`config.mk`:
```
export PLATFORM = sky130hd
export DESIGN_NAME = ufc_top
export DESIGN_NICKNAME = d
export VERILOG_FILES = /design/src/design/ufc_pkg.sv /design/src/design/ufc_rx_if.sv /design/src/design/ufc_fifo.sv /design/src/design/ufc_rx.sv /design/src/design/ufc_top.sv
export SDC_FILE = /design/constraint.sdc
export NUM_CORES = 1
export LEC_CHECK = 0
export BUFFER_PORTS_ARGS = -buffer_cell sky130_fd_sc_hd__buf_2
export CAP_MARGIN = 10
export CORE_AREA = 2 2 151 153
export CTS_CLUSTER_SIZE = 24
export DETAILED_ROUTE_END_ITERATION = 7
export DIE_AREA = 0 0 153 155
export MAX_ROUTING_LAYER = met4
export PLACE_DENSITY_LB_ADDON = 0.1
export SYNTH_ARGS = -nofsm -noshare
export SYNTH_HDL_FRONTEND = slang
export SYNTH_SLANG_ARGS = --single-unit
```
`constraint.sdc`:
```
create_clock -name clk -period 6.55 [get_ports clk]
set_clock_uncertainty 0.1 [all_clocks]
set_input_delay 1.965 -clock clk [delete_from_list [all_inputs] [get_ports clk]]
set_output_delay 1.965 -clock clk [all_outputs]
set_load 0.03 [all_outputs]
```
`src/design/ufc_pkg.sv`:
```
package ufc_pkg;

    // ==========================================================
    // Clocking and rate limits
    localparam int CLK_HZ = 25_000_000;
    localparam int DEF_BAUD = 9600;
    localparam int MIN_BAUD = 183;
    localparam int MIN_BIT_CYCLES = 8;
    localparam int DIV_W = 18;
    localparam logic [DIV_W-1:0] MIN_DIV = DIV_W'(MIN_BIT_CYCLES);
    localparam logic [DIV_W-1:0] MAX_DIV = DIV_W'(CLK_HZ / MIN_BAUD);
    localparam logic [DIV_W-1:0] DEF_DIV = DIV_W'((CLK_HZ + DEF_BAUD / 2) / DEF_BAUD);

    // ==========================================================
    // Format reset values
    localparam logic DEF_DATA7 = 1'b0;
    localparam logic DEF_PAR_EN = 1'b0;
    localparam logic DEF_PAR_ODD = 1'b0;
    localparam logic DEF_STOP2 = 1'b0;
    localparam logic DEF_FLOW_EN = 1'b1;
    localparam logic DEF_DTR = 1'b0;
    localparam logic DEF_RI_WAKE = 1'b0;

    // ==========================================================
    // Frame layout
    localparam int DATA_W = 8;
    localparam logic [2:0] LAST_BIT7 = 3'h6;
    localparam logic [2:0] LAST_BIT8 = 3'h7;
    localparam int FIFO_DEPTH = 8;

    typedef enum logic [2:0] {
        TX_IDLE, TX_LEAD, TX_START, TX_DATA, TX_PARITY, TX_STOP, TX_TRAIL
    } ufc_tx_state_t;

    typedef enum logic [2:0] {
        RX_IDLE, RX_START, RX_DATA, RX_PARITY, RX_STOP
    } ufc_rx_state_t;

endpackage : ufc_pkg

```
`src/design/ufc_rx_if.sv`:
```
`timescale 1ns/10ps
// ==========================================================
// Receiver link between top and receiver
interface ufc_rx_if import ufc_pkg::*; ();
    logic [DIV_W-1:0] div;
    logic data7;
    logic par_en;
    logic par_odd;
    logic [DATA_W-1:0] data;
    logic valid;
    logic ack;
    logic frame_err;
    logic parity_err;
    logic overrun;

    modport rx (
        input div, data7, par_en, par_odd, ack,
        output data, valid, frame_err, parity_err, overrun
    );
    modport host (
        output div, data7, par_en, par_odd, ack,
        input data, valid, frame_err, parity_err, overrun
    );
endinterface : ufc_rx_if

```
`src/design/ufc_fifo.sv`:
```
`timescale 1ns/10ps
// ==========================================================
// Transmit data buffer
module ufc_fifo #(
    parameter int WIDTH = 8,
    parameter int DEPTH = 8
) (
    // Clock and reset
    input wire logic clk,
    input wire logic rst,
    // Fill side
    input wire logic [WIDTH-1:0] in_data,
    input wire logic in_valid,
    output logic in_ready,
    // Drain side
    output logic [WIDTH-1:0] out_data,
    output logic out_valid,
    input wire logic out_ready
);
    localparam int AW = (DEPTH > 1) ? $clog2(DEPTH) : 1;
    localparam logic [AW:0] FULL_CNT = (AW+1)'(DEPTH);

    logic [WIDTH-1:0] mem [DEPTH];
    logic [AW-1:0] wr_ptr, rd_ptr, next_wr_ptr, next_rd_ptr;
    logic [AW:0] count, next_count;
    logic next_in_ready;
    logic push, pop;

    // Pointer and level update; ready kept in a flop so it is glitch free
    always_comb begin
        push = in_valid && in_ready;
        pop = out_valid && out_ready;
        next_wr_ptr = wr_ptr;
        next_rd_ptr = rd_ptr;
        next_count = count;
        if (push) begin
            next_wr_ptr = (wr_ptr == AW'(DEPTH - 1)) ? '0 : wr_ptr + 1'b1;
        end
        if (pop) begin
            next_rd_ptr = (rd_ptr == AW'(DEPTH - 1)) ? '0 : rd_ptr + 1'b1;
        end
        if (push && !pop) begin
            next_count = count + 1'b1;
        end else if (pop && !push) begin
            next_count = count - 1'b1;
        end
        next_in_ready = (next_count != FULL_CNT);
    end

    always_ff @(posedge clk or posedge rst) begin
        if (rst) begin
            wr_ptr <= '0;
            rd_ptr <= '0;
            count <= '0;
            in_ready <= 1'b1;
        end else begin
            wr_ptr <= next_wr_ptr;
            rd_ptr <= next_rd_ptr;
            count <= next_count;
            in_ready <= next_in_ready;
        end
    end

    // Storage has no reset; only written slots are ever read
    always_ff @(posedge clk) begin
        if (push) begin
            mem[wr_ptr] <= in_data;
        end
    end

    assign out_valid = (count != '0);
    assign out_data = mem[rd_ptr];

endmodule : ufc_fifo

```
`src/design/ufc_rx.sv`:
```
`timescale 1ns/10ps
// ==========================================================
// Serial receiver
module ufc_rx import ufc_pkg::*; (
    // Clock and reset
    input wire logic clk,
    input wire logic rst,
    // Serial input pin
    input wire logic rxd,
    // Link to top
    ufc_rx_if.rx rif
);
    ufc_rx_state_t state, next_state;
    logic rxd_m, rxd_s;
    logic [DIV_W-1:0] cnt, next_cnt;
    logic [2:0] bitn, next_bitn;
    logic [DATA_W-1:0] sh, next_sh;
    logic par_acc, next_par_acc;
    logic perr, next_perr;
    logic [DATA_W-1:0] next_data;
    logic next_valid, next_frame_err, next_parity_err, next_overrun;
    logic bit_end;
    logic [2:0] last_bit;

    // Two-flop synchroniser on the pin
    always_ff @(posedge clk or posedge rst) begin
        if (rst) begin
            rxd_m <= 1'b1;
            rxd_s <= 1'b1;
        end else begin
            rxd_m <= rxd;
            rxd_s <= rxd_m;
        end
    end

    // Frame sampling at mid-bit
    always_comb begin
        bit_end = (cnt == '0);
        last_bit = rif.data7 ? LAST_BIT7 : LAST_BIT8;
        next_state = state;
        next_cnt = bit_end ? cnt : cnt - 1'b1;
        next_bitn = bitn;
        next_sh = sh;
        next_par_acc = par_acc;
        next_perr = perr;
        next_data = rif.data;
        next_valid = rif.valid && !rif.ack;
        next_frame_err = rif.frame_err;
        next_parity_err = rif.parity_err;
        next_overrun = rif.overrun;
        case (state)
            RX_IDLE: begin
                if (!rxd_s) begin
                    next_state = RX_START;
                    next_cnt = (rif.div >> 1) - 1'b1;
                end
            end
            RX_START: begin
                if (bit_end) begin
                    // A glitch shorter than half a bit is not a start
                    next_state = rxd_s ? RX_IDLE : RX_DATA;
                    next_cnt = rif.div - 1'b1;
                    next_bitn = '0;
                    next_par_acc = 1'b0;
                end
            end
            RX_DATA: begin
                if (bit_end) begin
                    next_sh = {rxd_s, sh[DATA_W-1:1]};
                    next_par_acc = par_acc ^ rxd_s;
                    next_bitn = bitn + 1'b1;
                    next_cnt = rif.div - 1'b1;
                    if (bitn == last_bit) begin
                        if (rif.data7) begin
                            next_sh = {1'b0, rxd_s, sh[DATA_W-1:2]};
                        end
                        next_state = rif.par_en ? RX_PARITY : RX_STOP;
                        next_perr = 1'b0;
                    end
                end
            end
            RX_PARITY: begin
                if (bit_end) begin
                    next_perr = rxd_s != (par_acc ^ rif.par_odd);
                    next_cnt = rif.div - 1'b1;
                    next_state = RX_STOP;
                end
            end
            RX_STOP: begin
                if (bit_end) begin
                    // Only the first stop bit is checked; resync on the next edge
                    next_state = RX_IDLE;
                    if (rif.valid && !rif.ack) begin
                        next_overrun = 1'b1;
                    end else begin
                        next_data = sh;
                        next_valid = 1'b1;
                        next_frame_err = !rxd_s;
                        next_parity_err = perr;
                        next_overrun = 1'b0;
                    end
                end
            end
            default: begin
                next_state = RX_IDLE;
            end
        endcase
    end

    always_ff @(posedge clk or posedge rst) begin
        if (rst) begin
            state <= RX_IDLE;
            cnt <= '0;
            bitn <= '0;
            sh <= '0;
            par_acc <= 1'b0;
            perr <= 1'b0;
            rif.data <= '0;
            rif.valid <= 1'b0;
            rif.frame_err <= 1'b0;
            rif.parity_err <= 1'b0;
            rif.overrun <= 1'b0;
        end else begin
            state <= next_state;
            cnt <= next_cnt;
            bitn <= next_bitn;
            sh <= next_sh;
            par_acc <= next_par_acc;
            perr <= next_perr;
            rif.data <= next_data;
            rif.valid <= next_valid;
            rif.frame_err <= next_frame_err;
            rif.parity_err <= next_parity_err;
            rif.overrun <= next_overrun;
        end
    end

endmodule : ufc_rx

```
`src/design/ufc_top.sv`:
```
`timescale 1ns/10ps
// ==========================================================
// Asynchronous serial port with modem handshake lines
module ufc_top import ufc_pkg::*; #(
    parameter int FIFO_W = DATA_W,
    parameter int FIFO_D = FIFO_DEPTH
) (
    // Clock and reset
    input wire logic clk,
    input wire logic rst,
    // Configuration from processor
    input wire logic cfg_wr,
    input wire logic [DIV_W-1:0] cfg_baud_div,
    input wire logic cfg_data7,
    input wire logic cfg_par_en,
    input wire logic cfg_par_odd,
    input wire logic cfg_stop2,
    input wire logic cfg_flow_en,
    input wire logic cfg_dtr_on,
    input wire logic cfg_ri_wake_en,
    // Transmit data
    input wire logic [FIFO_W-1:0] tx_data,
    input wire logic tx_valid,
    output logic tx_ready,
    // Receive data
    output logic [DATA_W-1:0] rx_data,
    output logic rx_valid,
    input wire logic rx_ready,
    output logic rx_frame_err,
    output logic rx_parity_err,
    output logic rx_overrun,
    // Status
    output logic carrier,
    output logic wake_req,
    output logic [DIV_W-1:0] baud_div,
    // Serial and modem pins
    output logic txd,
    input wire logic rxd,
    output logic tx_active,
    output logic rts_n,
    input wire logic cts_n,
    output logic dtr_n,
    input wire logic dcd_n,
    input wire logic ring_indicate_n
);
    // ==========================================================
    // Configuration registers
    logic data7, par_en, par_odd, stop2, flow_en, dtr_on, ri_wake_en;
    logic next_data7, next_par_en, next_par_odd, next_stop2, next_flow_en, next_dtr_on, next_ri_wake_en;
    logic [DIV_W-1:0] next_baud_div;

    // Writes accepted any time; transmitter snapshots format per frame
    always_comb begin
        next_baud_div = baud_div;
        next_data7 = data7;
        next_par_en = par_en;
        next_par_odd = par_odd;
        next_stop2 = stop2;
        next_flow_en = flow_en;
        next_dtr_on = dtr_on;
        next_ri_wake_en = ri_wake_en;
        if (cfg_wr) begin
            if (cfg_baud_div < MIN_DIV) begin
                next_baud_div = MIN_DIV;
            end else if (cfg_baud_div > MAX_DIV) begin
                next_baud_div = MAX_DIV;
            end else begin
                next_baud_div = cfg_baud_div;
            end
            next_data7 = cfg_data7;
            next_par_en = cfg_par_en;
            next_par_odd = cfg_par_odd;
            next_stop2 = cfg_stop2;
            next_flow_en = cfg_flow_en;
            next_dtr_on = cfg_dtr_on;
            next_ri_wake_en = cfg_ri_wake_en;
        end
    end

    always_ff @(posedge clk or posedge rst) begin
        if (rst) begin
            baud_div <= DEF_DIV;
            data7 <= DEF_DATA7;
            par_en <= DEF_PAR_EN;
            par_odd <= DEF_PAR_ODD;
            stop2 <= DEF_STOP2;
            flow_en <= DEF_FLOW_EN;
            dtr_on <= DEF_DTR;
            ri_wake_en <= DEF_RI_WAKE;
        end else begin
            baud_div <= next_baud_div;
            data7 <= next_data7;
            par_en <= next_par_en;
            par_odd <= next_par_odd;
            stop2 <= next_stop2;
            flow_en <= next_flow_en;
            dtr_on <= next_dtr_on;
            ri_wake_en <= next_ri_wake_en;
        end
    end

    // ==========================================================
    // Modem lines
    logic cts_m, cts_s, dcd_m, dcd_s, ri_m, ri_s, ri_d;
    logic next_rts_n, next_dtr_n, next_carrier, next_wake_req;

    always_comb begin
        // Busy holding register means no room for another character
        next_rts_n = flow_en ? rx_valid : 1'b0;
        next_dtr_n = !dtr_on;
        next_carrier = !dcd_s;
        next_wake_req = ri_wake_en && ri_d && !ri_s;
    end

    // Pins pass two flops before any logic looks at them
    always_ff @(posedge clk or posedge rst) begin
        if (rst) begin
            cts_m <= 1'b1;
            cts_s <= 1'b1;
            dcd_m <= 1'b1;
            dcd_s <= 1'b1;
            ri_m <= 1'b1;
            ri_s <= 1'b1;
            ri_d <= 1'b1;
            rts_n <= 1'b1;
            dtr_n <= 1'b1;
            carrier <= 1'b0;
            wake_req <= 1'b0;
        end else begin
            cts_m <= cts_n;
            cts_s <= cts_m;
            dcd_m <= dcd_n;
            dcd_s <= dcd_m;
            ri_m <= ring_indicate_n;
            ri_s <= ri_m;
            ri_d <= ri_s;
            rts_n <= next_rts_n;
            dtr_n <= next_dtr_n;
            carrier <= next_carrier;
            wake_req <= next_wake_req;
        end
    end

    // ==========================================================
    // Receiver
    ufc_rx_if rif ();

    assign rif.div = baud_div;
    assign rif.data7 = data7;
    assign rif.par_en = par_en;
    assign rif.par_odd = par_odd;
    assign rif.ack = rx_ready;
    assign rx_data = rif.data;
    assign rx_valid = rif.valid;
    assign rx_frame_err = rif.frame_err;
    assign rx_parity_err = rif.parity_err;
    assign rx_overrun = rif.overrun;

    ufc_rx u_rx (
        .clk(clk),
        .rst(rst),
        .rxd(rxd),
        .rif(rif.rx)
    );

    // ==========================================================
    // Transmit buffer
    logic [FIFO_W-1:0] f_data;
    logic f_valid, f_pop;

    ufc_fifo #(
        .WIDTH(FIFO_W),
        .DEPTH(FIFO_D)
    ) u_fifo (
        .clk(clk),
        .rst(rst),
        .in_data(tx_data),
        .in_valid(tx_valid),
        .in_ready(tx_ready),
        .out_data(f_data),
        .out_valid(f_valid),
        .out_ready(f_pop)
    );

    // ==========================================================
    // Transmitter
    ufc_tx_state_t state, next_state;
    logic [DIV_W-1:0] cnt, next_cnt;
    logic [2:0] bitn, next_bitn, last_bit, next_last_bit;
    logic [DATA_W-1:0] sh, next_sh;
    logic par_bit, next_par_bit, f_stop2, next_f_stop2, f_par_en, next_f_par_en;
    logic stop_done, next_stop_done;
    logic next_txd, next_tx_active, bit_end, cts_ok;
    logic [DATA_W-1:0] load_data;

    // Frame sequencer; format frozen at the start bit so a mid-frame write cannot tear it
    always_comb begin
        bit_end = (cnt == '0);
        cts_ok = !flow_en || !cts_s;
        load_data = data7 ? {1'b0, f_data[DATA_W-2:0]} : f_data[DATA_W-1:0];
        next_state = state;
        next_cnt = bit_end ? cnt : cnt - 1'b1;
        next_bitn = bitn;
        next_last_bit = last_bit;
        next_sh = sh;
        next_par_bit = par_bit;
        next_f_stop2 = f_stop2;
        next_f_par_en = f_par_en;
        next_stop_done = stop_done;
        next_txd = txd;
        next_tx_active = tx_active;
        f_pop = 1'b0;
        case (state)
            TX_IDLE: begin
                next_txd = 1'b1;
                if (f_valid && cts_ok) begin
                    next_state = TX_LEAD;
                    next_tx_active = 1'b1;
                    next_cnt = baud_div - 1'b1;
                end
            end
            TX_LEAD: begin
                if (bit_end) begin
                    next_state = TX_START;
                end
            end
            TX_START: begin
                if (bit_end) begin
                    next_state = TX_DATA;
                    next_bitn = '0;
                    next_cnt = baud_div - 1'b1;
                    next_txd = sh[0];
                end
            end
            TX_STOP: begin
                if (bit_end) begin
                    next_stop_done = 1'b1;
                    if (f_stop2 && !stop_done) begin
                        next_cnt = baud_div - 1'b1;
                    end else if (f_valid && cts_ok) begin
                        next_state = TX_START; // back to back, no idle gap
                    end else begin
                        next_state = TX_TRAIL;
                        next_cnt = baud_div - 1'b1;
                    end
                end
            end
            TX_DATA: begin
                if (bit_end) begin
                    next_cnt = baud_div - 1'b1;
                    next_sh = {1'b0, sh[DATA_W-1:1]};
                    next_bitn = bitn + 1'b1;
                    next_txd = sh[1];
                    if (bitn == last_bit) begin
                        next_state = f_par_en ? TX_PARITY : TX_STOP;
                        next_txd = f_par_en ? par_bit : 1'b1;
                        next_stop_done = 1'b0;
                    end
                end
            end
            TX_PARITY: begin
                if (bit_end) begin
                    next_cnt = baud_div - 1'b1;
                    next_state = TX_STOP;
                    next_txd = 1'b1;
                end
            end
            TX_TRAIL: begin
                if (bit_end) begin
                    next_state = TX_IDLE;
                    next_tx_active = 1'b0;
                end
            end
            default: begin
                next_state = TX_IDLE;
            end
        endcase
        // Start bit shared by the lead-in and back-to-back paths
        if (next_state == TX_START && state != TX_START) begin
            f_pop = 1'b1;
            next_txd = 1'b0;
            next_cnt = baud_div - 1'b1;
            next_sh = load_data;
            next_par_bit = (^load_data) ^ par_odd;
            next_last_bit = data7 ? LAST_BIT7 : LAST_BIT8;
            next_f_stop2 = stop2;
            next_f_par_en = par_en;
        end
    end

    always_ff @(posedge clk or posedge rst) begin
        if (rst) begin
            state <= TX_IDLE;
            cnt <= '0;
            bitn <= '0;
            last_bit <= LAST_BIT8;
            sh <= '0;
            par_bit <= 1'b0;
            f_stop2 <= DEF_STOP2;
            f_par_en <= DEF_PAR_EN;
            stop_done <= 1'b0;
            txd <= 1'b1;
            tx_active <= 1'b0;
        end else begin
            state <= next_state;
            cnt <= next_cnt;
            bitn <= next_bitn;
            last_bit <= next_last_bit;
            sh <= next_sh;
            par_bit <= next_par_bit;
            f_stop2 <= next_f_stop2;
            f_par_en <= next_f_par_en;
            stop_done <= next_stop_done;
            txd <= next_txd;
            tx_active <= next_tx_active;
        end
    end

endmodule : ufc_top

```
==> impl_results.md <==
- First-pass GRT wire length: around 35,000 um
- Period utilization: 0.633
- Routed via count: 6,660
- Crit Path Class: reg2reg
- Fillers: 2,048
- Crit-path max FO: 19
- CTS max path bufs: 2
- CTS tree: done
- Pleak: about 4.2 nW
- PortBufs: 78
- Fmax: 241 MHz
- Die ar.: 23,700 um2
- Initial antenna violation count: 0
- Sequential area share after synthesis: 0.545
- Final setup viols: 0
- Max Slew Vio Count: 0
- N_diodes: 0
- Syn Nets: ~910
- # DRC: 0
- Length of the first detailed-routing pass in iterations: 5
- Final Hold Vio Count: 0
- Starting density of the core: 0.437
- Gr usage total: 0.195
- Max-Cap Viols: 0
- Row count: between 50 and 60
- Nets: about 1,000
- Htree depth: 4
- Design area: 10,900 um2
- Async S/R FF share, synth: 0.677
- #FFs+latches synth: 198
- Worst Path Arrival: between 4000 and 5000 ps
- Total CTS buffers: 17
- Root Buffer: clkbuf_16
- Global route overflow: 0
- PostCTS Resize Cnt: 0
- Power Density: a little under 300 nW/um2
- Post-synth top flop: dfrtp_1
- Cell count after synthesis: 857
- I/O pins: 79
- Final WL: around 22,000 um
- Vias in the first global route: between 6,000 and 7,000
- Die Height: 155 um
- Clk Latency, worst-skew pair: 440 ps
- Yosys warning total: 0
- DP Area: between 10,000 and 15,000 um2
- Critical Path RT: 6760 ps
- Outcome: complete, no violations
- Dpl hpwl: approximately 15,000 um
- Post-DR vias/cell: 5.45
- Distinct cells, synth: 68
- Routed Antenna Nets: 0
- Crit path capture type: flop
- Worst hold path type: reg2reg
- Largest net degree at the start of global routing: 98
- Post-synth EDFFs: 64
- Routability congestion estimate: 0.821
- Max_slew headroom: 0.264
- Setup TNS Final: 0 ps
- Least-Margin Pin Slew: around 1100 ps
- Mapped Area: 9720 um2
- Die span in x: 153 um
- WL/cell: 17.8 um
- Min cycle time layout: 4150 ps
- Core Box Area: 22,200 um2
- Clock transition at path regs: 80 ps
- Area Overhead vs Synth: 12.5%
- Startpoint types: flop
- Sink Count: 198
- Post-CTS Hold Buffers: 0
- Share of layout cells above drive strength 1: 0.203
- RSZ-0062 raised after global routing: false
- Iter 0 DRT Violations: about 400
- Syn avg cell area: around 11 um2
- Post-CTS Setup Bufs: 0
- Max VDD drop: 160 uV
state kept, by name, indices dropped and copies added, names as in the netlist, 4 cells and up:
signal	count
baud_div	18
cnt	18
sh	8
u_fifo.count	4
u_fifo.mem	64
u_rx.cnt	18
u_rx.rif.data	8
u_rx.sh	8
layer usage:
| metal | part of all wire | GRT usage | vias up |
|---|---|---|---|
| li1 | - | - | 3236 |
| met1 | 0.46 | 0.264 | 3285 |
| met5 | 0 | - | - |
| met2 | 0.49 | 0.312 | 123 |
| met3 | 0.029 | 0.0259 | 16 |
| met4 | 0.017 | 0.0560 | 0 |
cells in the final DEF, fill, tap and decap left out, types with 5 or more instances in the layout:
master	instances
a211oi_1	5
a21oi_1	28
a221o_1	8
a31oi_1	7
buf_2	78
buf_4	5
clkbuf_16	17
dfrtp_1	114
dfstp_2	20
edfxtp_1	64
ha_1	14
inv_1	36
mux2_2	21
mux2i_1	30
mux4_2	16
nand2_1	87
nand2b_1	7
nand3_1	21
nor2_1	72
nor2b_1	9
nor3_1	28
nor4_1	12
o21ai_0	47
o221ai_1	11
o22ai_1	11
or2_2	5
or3_1	5
or4_1	6
xnor2_1	58
xor2_1	13
Yosys cell counts, drive strengths merged (6+ instances only):
cell    number  area (um2)
nor3        29         150
a221o        8        80.1
nand2b       7        43.8
mux2        22         251
mux4        16         360
ha          14         175
clkbuf      28         105
dfrtp      114        2850
o22ai       11        68.8
nor4        16         143
xor2        14         130
o21ai       51         255
nor2        73         277
nor2b        9        56.3
o221ai      11        96.3
inv         37         139
a21oi       28         140
buf          7        55.1
nand3       21         105
dfstp       20         526
or4          6        45.0
xnor2       58         508
mux2i       30         300
edfxtp      64        1920
a31oi        8        65.1
nand2       87         327
cell type report:
type	count	area (um2)	area share
well taps	285	357	0.0326
multi-input cells	587	4130	0.377
repair buffers	83	428	0.0391
clock inverters	15	161	0.0148
flip-flops and latches	198	5300	0.484
clock buffers	17	425	0.0389
inverters	37	144	0.0132
critical path, stage by stage (launching register included):
cell and delay, ps:
dfrtp_1 430, or4_1 610, nor4b_2 350, nand2b_1 160, or3_1 590, nor2_1 330
nand2_1 500, nand2_1 580, a21oi_1 60, or2_2 310
report_power, final:
part	leakage (nW)	internal, mW	switching [mW]
clock network	0.284	0.511	0.522
logic	1.73	0.243	0.319
registers	2.22	1.46	0.148
total	4.23	2.21	0.989
per-stage QoR:
stage | utilization | total power, mW | worst slack (ps) | std cells | hold slack (ps)
5_1_grt | 0.492 | 3.38 | 2120 | 1222 | 262
6_report | 0.492 | 3.20 | 2400 | 1222 | 256
3_3_place_gp | 0.466 | 2.19 | 2050 | 1190 | 245
3_5_place_dp | 0.466 | 2.19 | 1980 | 1190 | 248
2_1_floorplan | - | 2.02 | 935 | 857 | 245
4_1_cts | 0.492 | 3.23 | 2450 | 1222 | 256
worst paths after layout:
check                                       start                           end  slack, ps  depth (start not counted)
min                          u_rx.rxd_m$_DFF_PP1_          u_rx.rxd_s$_DFF_PP1_        260                          0
min reg2reg                  u_rx.rxd_m$_DFF_PP1_          u_rx.rxd_s$_DFF_PP1_        260                          0
min in group asynchronous                     rst  u_rx.rif.data[3]$_DFFE_PP0P_       1600                          2
max                        u_rx.cnt[10]$_DFF_PP0_         u_rx.cnt[9]$_DFF_PP0_       2400                          9
max reg2reg                u_rx.cnt[10]$_DFF_PP0_         u_rx.cnt[9]$_DFF_PP0_       2400                          9
max in group asynchronous                     rst      baud_div[14]$_DFFE_PP0P_       3670                          3
logic make-up (layout without fill, tap and decap cells):
logic type                 count (synthesis)  count (layout)  synth area share
and+or+nand+nor                          281             281             0.143
muxes                                     68              68            0.0938
adders and majority gates                 14              14            0.0180
xor gates and xnor gates                  72              72            0.0656
AOI/OAI and AO/OA                        152             152             0.104
DFF                                      198             198             0.545
buffers and inverters                     72             152            0.0308
No activity file was read; power rests on OpenSTA's default activity.
